--- src/sst_defines.svh ---
// Purpose : Constants for the sixteen to one serial transmitter
// Assumes : Included by bare name from every design file that needs it
// Notes   : Definitions only
`ifndef SST_DEFINES_SVH
`define SST_DEFINES_SVH

// ----------------------------------------------------------------
// Word and divider figures
// ----------------------------------------------------------------
`define SST_WORD_W       16
`define SST_DIV_REF_622  16
`define SST_DIV_REF_155  64
`define SST_PHASES       4

// ----------------------------------------------------------------
// Reset values
// ----------------------------------------------------------------
`define SST_RST_BIT      1'h0
`define SST_RST_FLAG     1'h1

`endif

--- src/sst_pkg.sv ---
// Purpose : Shared types of the serial transmitter
// Assumes : Nothing
// Notes   : Constants live in sst_defines.svh
package sst_pkg;

    // Phase of the parallel side clock, in quarter periods
    typedef enum logic [1:0] {
        SST_PH_0,
        SST_PH_90,
        SST_PH_180,
        SST_PH_270
    } sst_phase_t;

    // Phase frequency detector state
    typedef enum logic [1:0] {
        SST_PFD_IDLE,
        SST_PFD_LEAD,
        SST_PFD_LAG
    } sst_pfd_state_t;

endpackage

--- src/sst_pfd.sv ---
// Purpose : Set/reset phase frequency detector
// Assumes : Edge inputs are one-cycle pulses on clock_in
// Notes   : Outputs come straight from flip-flops
`timescale 1ns/10ps
`include "sst_defines.svh"

module sst_pfd
    import sst_pkg::*;
(
    input  wire logic clock_in,
    input  wire logic rst_b_in,
    input  wire logic ref_edge_in,
    input  wire logic fb_edge_in,
    output logic      phase_up_pulse_out,
    output logic      phase_down_pulse_out
);

    sst_pfd_state_t state_ff;
    sst_pfd_state_t nxt_state;
    logic           up_ff;
    logic           nxt_up;
    logic           down_ff;
    logic           nxt_down;

    // ----------------------------------------------------------------
    // Set/reset behaviour
    // ----------------------------------------------------------------
    // Reference edge sets up, feedback edge sets down, the opposite edge clears whichever is set;
    // staying set across missed edges gives the frequency response
    always_comb
    begin
        nxt_state = state_ff;
        unique case (state_ff)
            SST_PFD_IDLE:
            begin
                if (ref_edge_in && !fb_edge_in)
                    nxt_state = SST_PFD_LEAD;
                else if (fb_edge_in && !ref_edge_in)
                    nxt_state = SST_PFD_LAG;
            end
            SST_PFD_LEAD:
            begin
                if (fb_edge_in)
                    nxt_state = SST_PFD_IDLE;
            end
            SST_PFD_LAG:
            begin
                if (ref_edge_in)
                    nxt_state = SST_PFD_IDLE;
            end
            default:
                nxt_state = SST_PFD_IDLE;
        endcase
        nxt_up   = (nxt_state == SST_PFD_LEAD);
        nxt_down = (nxt_state == SST_PFD_LAG);
    end

    // State and output registers
    always_ff @(posedge clock_in or negedge rst_b_in)
    begin
        if (!rst_b_in)
        begin
            state_ff <= SST_PFD_IDLE;
            up_ff    <= `SST_RST_BIT;
            down_ff  <= `SST_RST_BIT;
        end
        else
        begin
            state_ff <= nxt_state;
            up_ff    <= nxt_up;
            down_ff  <= nxt_down;
        end
    end

    assign phase_up_pulse_out   = up_ff;
    assign phase_down_pulse_out = down_ff;

endmodule

--- src/sst_serializer_top.sv ---
// Purpose : Sixteen to one serial transmitter with clock divider and PLL detector
// Assumes : clock_in stands for the bit rate oscillator; inputs synchronous to it
// Notes   : Analog tuning, loop filter and line levels are outside this logic
`timescale 1ns/10ps
`include "sst_defines.svh"

module sst_serializer_top
    import sst_pkg::*;
#(
    parameter int WORD_W  = `SST_WORD_W,
    parameter int REF_DIV = `SST_DIV_REF_622
)
(
    input  wire logic              clock_in,
    input  wire logic              rst_b_in,
    input  wire logic [WORD_W-1:0] parallel_lanes_in,
    input  wire logic [1:0]        clock_phase_select_in,
    input  wire logic              pll_reference_input_in,
    output logic                   serial_data_out,
    output logic                   serial_data_b_out,
    output logic                   parallel_side_clock_output_out,
    output logic                   parallel_side_clock_output_b_out,
    output logic                   word_load_out,
    output logic                   phase_up_pulse_out,
    output logic                   phase_down_pulse_out,
    output logic                   lock_loss_flag_out
);

    localparam int CNT_W  = $clog2(WORD_W);
    localparam int STEP   = WORD_W / `SST_PHASES;
    localparam int FB_W   = $clog2(REF_DIV);

    // ----------------------------------------------------------------
    // Elaboration checks
    // ----------------------------------------------------------------
    // Quarter phase steps need a power of two word of at least four bits
    if (WORD_W < 4 || (1 << CNT_W) != WORD_W)
        $error("sst_serializer_top: WORD_W must be a power of two, at least 4");
    if (REF_DIV != `SST_DIV_REF_622 && REF_DIV != `SST_DIV_REF_155)
        $error("sst_serializer_top: REF_DIV must be 16 or 64");

    // ----------------------------------------------------------------
    // Reset release
    // ----------------------------------------------------------------
    logic rst_meta_ff;
    logic rst_sync_ff;

    // Two stage release so no flop leaves reset on a marginal edge
    always_ff @(posedge clock_in or negedge rst_b_in)
    begin
        if (!rst_b_in)
        begin
            rst_meta_ff <= 1'h0;
            rst_sync_ff <= 1'h0;
        end
        else
        begin
            rst_meta_ff <= 1'h1;
            rst_sync_ff <= rst_meta_ff;
        end
    end

    // ----------------------------------------------------------------
    // Clock divider
    // ----------------------------------------------------------------
    logic [CNT_W-1:0] bit_cnt_ff;
    logic [CNT_W-1:0] nxt_bit_cnt;
    logic [FB_W-1:0]  fb_cnt_ff;
    logic [FB_W-1:0]  nxt_fb_cnt;
    logic             load_now;
    logic             fb_edge;

    // Bit and feedback counters run side by side and feed every derived timing signal
    always_comb
    begin
        nxt_bit_cnt = CNT_W'(bit_cnt_ff + 1'b1);
        nxt_fb_cnt  = FB_W'(fb_cnt_ff + 1'b1);
        load_now    = (bit_cnt_ff == CNT_W'(WORD_W - 1));
        fb_edge     = (fb_cnt_ff == '0);
    end

    always_ff @(posedge clock_in or negedge rst_sync_ff)
    begin
        if (!rst_sync_ff)
        begin
            bit_cnt_ff <= '0;
            fb_cnt_ff  <= '0;
        end
        else
        begin
            bit_cnt_ff <= nxt_bit_cnt;
            fb_cnt_ff  <= nxt_fb_cnt;
        end
    end

    // ----------------------------------------------------------------
    // Serializer and retiming
    // ----------------------------------------------------------------
    logic [WORD_W-1:0] shift_ff;
    logic [WORD_W-1:0] nxt_shift;
    logic              serial_ff;
    logic              nxt_serial;
    logic              serial_b_ff;
    logic              load_ff;
    logic              nxt_load;

    // Word is sampled at a fixed divider count, whatever the clock phase,
    // so moving the output clock never moves the capture point
    always_comb
    begin
        if (load_now)
            nxt_shift = parallel_lanes_in;
        else
            nxt_shift = {1'b0, shift_ff[WORD_W-1:1]};
        nxt_serial = shift_ff[0];
        nxt_load   = load_now;
    end

    // Output flop retimes the mux bit on the bit clock
    always_ff @(posedge clock_in or negedge rst_sync_ff)
    begin
        if (!rst_sync_ff)
        begin
            shift_ff    <= '0;
            serial_ff   <= `SST_RST_BIT;
            serial_b_ff <= ~`SST_RST_BIT;
            load_ff     <= `SST_RST_BIT;
        end
        else
        begin
            shift_ff    <= nxt_shift;
            serial_ff   <= nxt_serial;
            serial_b_ff <= ~nxt_serial;
            load_ff     <= nxt_load;
        end
    end

    // ----------------------------------------------------------------
    // Parallel side clock output
    // ----------------------------------------------------------------
    sst_phase_t       phase_sel;
    logic [CNT_W-1:0] phase_off;
    logic [CNT_W-1:0] phase_pos;
    logic             ck_ff;
    logic             nxt_ck;
    logic             ck_b_ff;
    logic             ck_run_ff;
    logic             nxt_ck_run;

    // Select is a static level; a change just slides the edge by quarters
    always_comb
    begin
        phase_sel = sst_phase_t'(clock_phase_select_in);
        unique case (phase_sel)
            SST_PH_0:   phase_off = '0;
            SST_PH_90:  phase_off = CNT_W'(STEP);
            SST_PH_180: phase_off = CNT_W'(2 * STEP);
            SST_PH_270: phase_off = CNT_W'(3 * STEP);
        endcase
        phase_pos  = CNT_W'(nxt_bit_cnt - phase_off);
        // Held low until the first true rising point, so reset leaves no runt pulse
        nxt_ck_run = ck_run_ff || (phase_pos == '0);
        nxt_ck     = nxt_ck_run && ~phase_pos[CNT_W-1];
    end

    // Rising edge lands where the next count equals the phase offset
    always_ff @(posedge clock_in or negedge rst_sync_ff)
    begin
        if (!rst_sync_ff)
        begin
            ck_ff     <= `SST_RST_BIT;
            ck_b_ff   <= ~`SST_RST_BIT;
            ck_run_ff <= `SST_RST_BIT;
        end
        else
        begin
            ck_ff     <= nxt_ck;
            ck_b_ff   <= ~nxt_ck;
            ck_run_ff <= nxt_ck_run;
        end
    end

    // ----------------------------------------------------------------
    // Reference edge and detector
    // ----------------------------------------------------------------
    logic ref_prev_ff;
    logic ref_edge;
    logic pfd_up;
    logic pfd_down;
    logic lock_loss_ff;
    logic nxt_lock_loss;

    // Reference pin is synchronous here, so one flop suffices for the edge
    always_comb
    begin
        ref_edge      = pll_reference_input_in && !ref_prev_ff;
        nxt_lock_loss = pfd_up || pfd_down;
    end

    // Flag starts high: nothing is known to be locked out of reset
    always_ff @(posedge clock_in or negedge rst_sync_ff)
    begin
        if (!rst_sync_ff)
        begin
            ref_prev_ff  <= `SST_RST_BIT;
            lock_loss_ff <= `SST_RST_FLAG;
        end
        else
        begin
            ref_prev_ff  <= pll_reference_input_in;
            lock_loss_ff <= nxt_lock_loss;
        end
    end

    sst_pfd u_pfd
    (
        .clock_in             (clock_in),
        .rst_b_in             (rst_sync_ff),
        .ref_edge_in          (ref_edge),
        .fb_edge_in           (fb_edge),
        .phase_up_pulse_out   (pfd_up),
        .phase_down_pulse_out (pfd_down)
    );

    // ----------------------------------------------------------------
    // Outputs
    // ----------------------------------------------------------------
    assign serial_data_out                  = serial_ff;
    assign serial_data_b_out                = serial_b_ff;
    assign parallel_side_clock_output_out   = ck_ff;
    assign parallel_side_clock_output_b_out = ck_b_ff;
    assign word_load_out                    = load_ff;
    assign phase_up_pulse_out               = pfd_up;
    assign phase_down_pulse_out             = pfd_down;
    assign lock_loss_flag_out               = lock_loss_ff;

endmodule

--- config.mk ---
export PLATFORM = sky130hd
export DESIGN_NAME = sst_serializer_top
export DESIGN_NICKNAME = d
export VERILOG_FILES = /design/src/sst_pkg.sv /design/src/sst_pfd.sv /design/src/sst_serializer_top.sv
export VERILOG_INCLUDE_DIRS = /design/src /design/src/src
export SDC_FILE = /design/constraint.sdc
export NUM_CORES = 1
export LEC_CHECK = 0
export BUFFER_PORTS_ARGS = -buffer_cell sky130_fd_sc_hd__buf_2
export CORE_MARGIN = 2
export CORE_UTILIZATION = 55
export DETAILED_ROUTE_END_ITERATION = 6
export GPL_TIMING_DRIVEN = 0
export HOLD_SLACK_MARGIN = 0.02
export PLACE_DENSITY_LB_ADDON = 0.08
export SLEW_MARGIN = 5
export SYNTH_ARGS = -nofsm -noshare
export SYNTH_HDL_FRONTEND = slang
export SYNTH_SLANG_ARGS = --single-unit
--- constraint.sdc ---
create_clock -name clock_in -period 2 [get_ports clock_in]
set_input_delay 0.2 -clock clock_in [delete_from_list [all_inputs] [get_ports clock_in]]
set_output_delay 0.2 -clock clock_in [all_outputs]
set_load 0.01 [all_outputs]
==> out/results.tsv <==
metric	value	unit
ys_warn_count	0	
drive_gt1_share	46.4	%
cts_tree	yes	
clk_latency	330	ps
drc	0	
crit_type	reg -> reg	
fin_nets	149	
synth.area.top_cells	dfrtp_1 64%, mux2_2 12%, dfstp_2 5.7%	
vdd_drop_max	0.617	mV
syn_inst	88	
fin_crit_sh	89.3	%
yosysMostFrequentCell	dfrtp_1	
fillers	180	
final.setup.tns	0	ps
end_kind	flip-flop	
outcome	completed	
synth_common_cells	35 x dfrtp_1, 15 x mux2_2, 6 x inv_1, 4 x ha_1, 4 x xnor2_1	
clock_tree.buffer_depth	2	
yosys.area.top_type_share	63.7	%
holdPathStages	2	
die_area	0.00292	mm²
drt-pass1-iter-count	3	
port_buffers	27	
clock-root-buffer	clkbuf_4	
crit_family	XOR/XNOR gates	
fin_crit	1790	ps
hpwl	1290	µm
finalHoldViolations	0	
skew	5.30	ps
antenna_found_initial	0	
place_congestion	0.600	
gr-total-overflow	0	
critPathMaxFanout	3	
worst-path-buf-inv	0	
path_clk_slew	110	ps
p_leak	0.806	nW
worst-path-stages	6	
syn_area	0.00138	mm²
avgSynthCellArea	15.6	µm²
fp-row-count	18	
fp.dieW	54	µm
numCtsBuffers	5	
drv_cap	0	
wl_per_cell	11.8	µm
drtIter0Drc	5	
arrival	2020	ps
rsz0062_at_grt	no	
grt_pass1_vias	712	
start_util	56.5	%
synth_top_area_cell	dfrtp_1	
io_pins	29	
die-height	54	µm
synth-edff-count	0	
synthArstFlopShare	100	%
antenna_cells	0	
vias	755	
worst_ep_required_time	2230	ps
fmax	560	MHz
coreArea	0.00243	mm²
cp-start-kind	flip-flop	
worstHoldPathType	in -> reg	
relSlewSlack	50.6	%
synth_fp_nets	113	
drv_slew	0	
finalWirelength	1820	µm
syn_to_final_growth	19.8	%
ys_ff_latch	38	
crit_path_max_incr_delay	410	ps
reg2reg_depth	6	
ant_nets	0	
ys.flop_type	dfrtp_1	
cpMaxStageDelayCell	dfrtp_1	
report.final.setup_viol	0	
routed_via_density	4.87	
yosysSeqAreaShare	69.4	%
grt_pass1_wl	2990	µm
globalRouteTotalUtil	15.5	%
tightest_slew	741	ps
final_util	67.7	%
grt_start_max_net_pins	37	
htreeDepth	2	
cts.sinks	38	
path_cells	ha_1 > xnor2_1 > ha_1 > xnor3_1 > xnor2_1 > a21o_2	
power_density	818	mW/mm²
ys_types	22	
-- worst register-to-register path: cells and delay by family, from the launching register on --
kind                     cells  cell delay [ps]
adder cells (fa/ha/maj)      2              440
XOR/XNOR                     3              620
AO/OA/AOI/OAI                1              220
flip-flops                   1              410
-- through the flow --
stage	cells	hold WS [ps]	total power, mW	setup WS (ps)	area [µm²]
finish	155	68.9	1.35	214	1650
detailed placement	145	-13.1	0.893	219	1550
global route	155	50.5	1.42	97.5	1650
global placement	145	-15.6	0.888	246	1550
CTS	155	49.0	1.37	198	1650
floorplan	88	-95.6	0.858	337	1380
-- cell type report --
cell class | instances | area (µm²) | share of cell area, %
buffer | 2 | 8.76 | 0.532
tap | 30 | 37.5 | 2.28
clock buffer | 8 | 78.8 | 4.78
sequential | 38 | 956 | 58.0
inverter | 6 | 22.5 | 1.37
timing repair buffer | 29 | 155 | 9.42
multi-input combinational | 42 | 389 | 23.6
-- where the power goes --
part / internal [mW] / switching (mW) / leakage, nW / total, mW
combinational: 0.0393 / 0.0219 / 0.308 / 0.0612
clock: 0.240 / 0.229 / 0.0446 / 0.470
sequential: 0.797 / 0.0196 / 0.453 / 0.817
total: 1.08 / 0.271 / 0.806 / 1.35
-- layout by cell type (no fill, tap or decap) --
| cell | instances |
|---|---|
| a21o_2 | 1 |
| a21oi_1 | 1 |
| and2_1 | 2 |
| buf_2 | 28 |
| clkbuf_1 | 1 |
| clkbuf_4 | 5 |
| clkbuf_8 | 3 |
| conb_1 | 1 |
| dfrtp_1 | 34 |
| dfrtp_2 | 1 |
| dfstp_2 | 3 |
| dlygate4sd3_1 | 2 |
| ha_1 | 4 |
| inv_1 | 6 |
| mux2_2 | 15 |
| nand3_1 | 2 |
| nand3_2 | 1 |
| nor2_1 | 1 |
| nor2b_1 | 1 |
| nor3_1 | 2 |
| o21a_1 | 3 |
| o21ai_0 | 1 |
| or2_2 | 1 |
| xnor2_1 | 4 |
| xnor3_1 | 1 |
| xor2_1 | 1 |
-- per-layer routing --
metal / GRT usage, % / vias up / routed length (µm)
met5: 0 / - / 0
met4: 7.50 / 0 / 40
met1: 17.2 / 367 / 772
met2: 24.2 / 24 / 878
met3: 8.33 / 5 / 132
li1: - / 359 / -
-- registers in the layout (all words and copies together), names as in the netlist --
| signal | count |
|---|---|
| ck_run_ff | 1 |
| u_pfd.state_ff | 2 |
| word_load_out | 1 |
| ref_prev_ff | 1 |
| serial_data_out | 1 |
| bit_cnt_ff | 4 |
| parallel_side_clock_output_out | 1 |
| fb_cnt_ff | 4 |
| parallel_side_clock_output_b_out | 1 |
| rst_meta_ff | 1 |
| shift_ff | 16 |
| serial_data_b_out | 1 |
| lock_loss_flag_out | 1 |
| u_pfd.phase_up_pulse_out | 1 |
| rst_sync_ff | 1 |
| u_pfd.phase_down_pulse_out | 1 |
-- kinds of logic after synthesis --
logic type	Yosys count	share of synthesized area, %
other cells	1	0.273
buf+inv	8	2.27
simple gates	10	4.28
mux	15	12.3
xor+xnor	6	4.82
fa+ha+maj	4	3.64
compound gates	6	3.00
flops	38	69.4
-- final timing paths --
path / from / to / slack [ps]
min in group asynchronous: rst_b_in / rst_meta_ff$_DFF_PN0_ / 170
hold reg to reg: rst_sync_ff$_DFF_PN0_ / fb_cnt_ff[0]$_DFF_PN0_ / 340
setup / recovery: bit_cnt_ff[0]$_DFF_PN0_ / ck_run_ff$_DFF_PN0_ / 210
setup reg to reg: bit_cnt_ff[0]$_DFF_PN0_ / ck_run_ff$_DFF_PN0_ / 210
max in group asynchronous: rst_sync_ff$_DFF_PN0_ / fb_cnt_ff[3]$_DFF_PN0_ / 1190
hold / removal: parallel_lanes_in[15] / shift_ff[15]$_DFF_PN0_ / 70
-- repair_timing --
| action | 4_1_cts | 5_1_grt |
|---|---|---|
| endpoints found under the hold margin | 3 | 0 |
| setup buffers | 0 | 0 |
| hold buffers | 2 | 0 |
| gates resized for setup | 0 | 0 |
| endpoints found under the setup margin | 0 | 0 |
No activity file was read; power rests on OpenSTA's default activity.
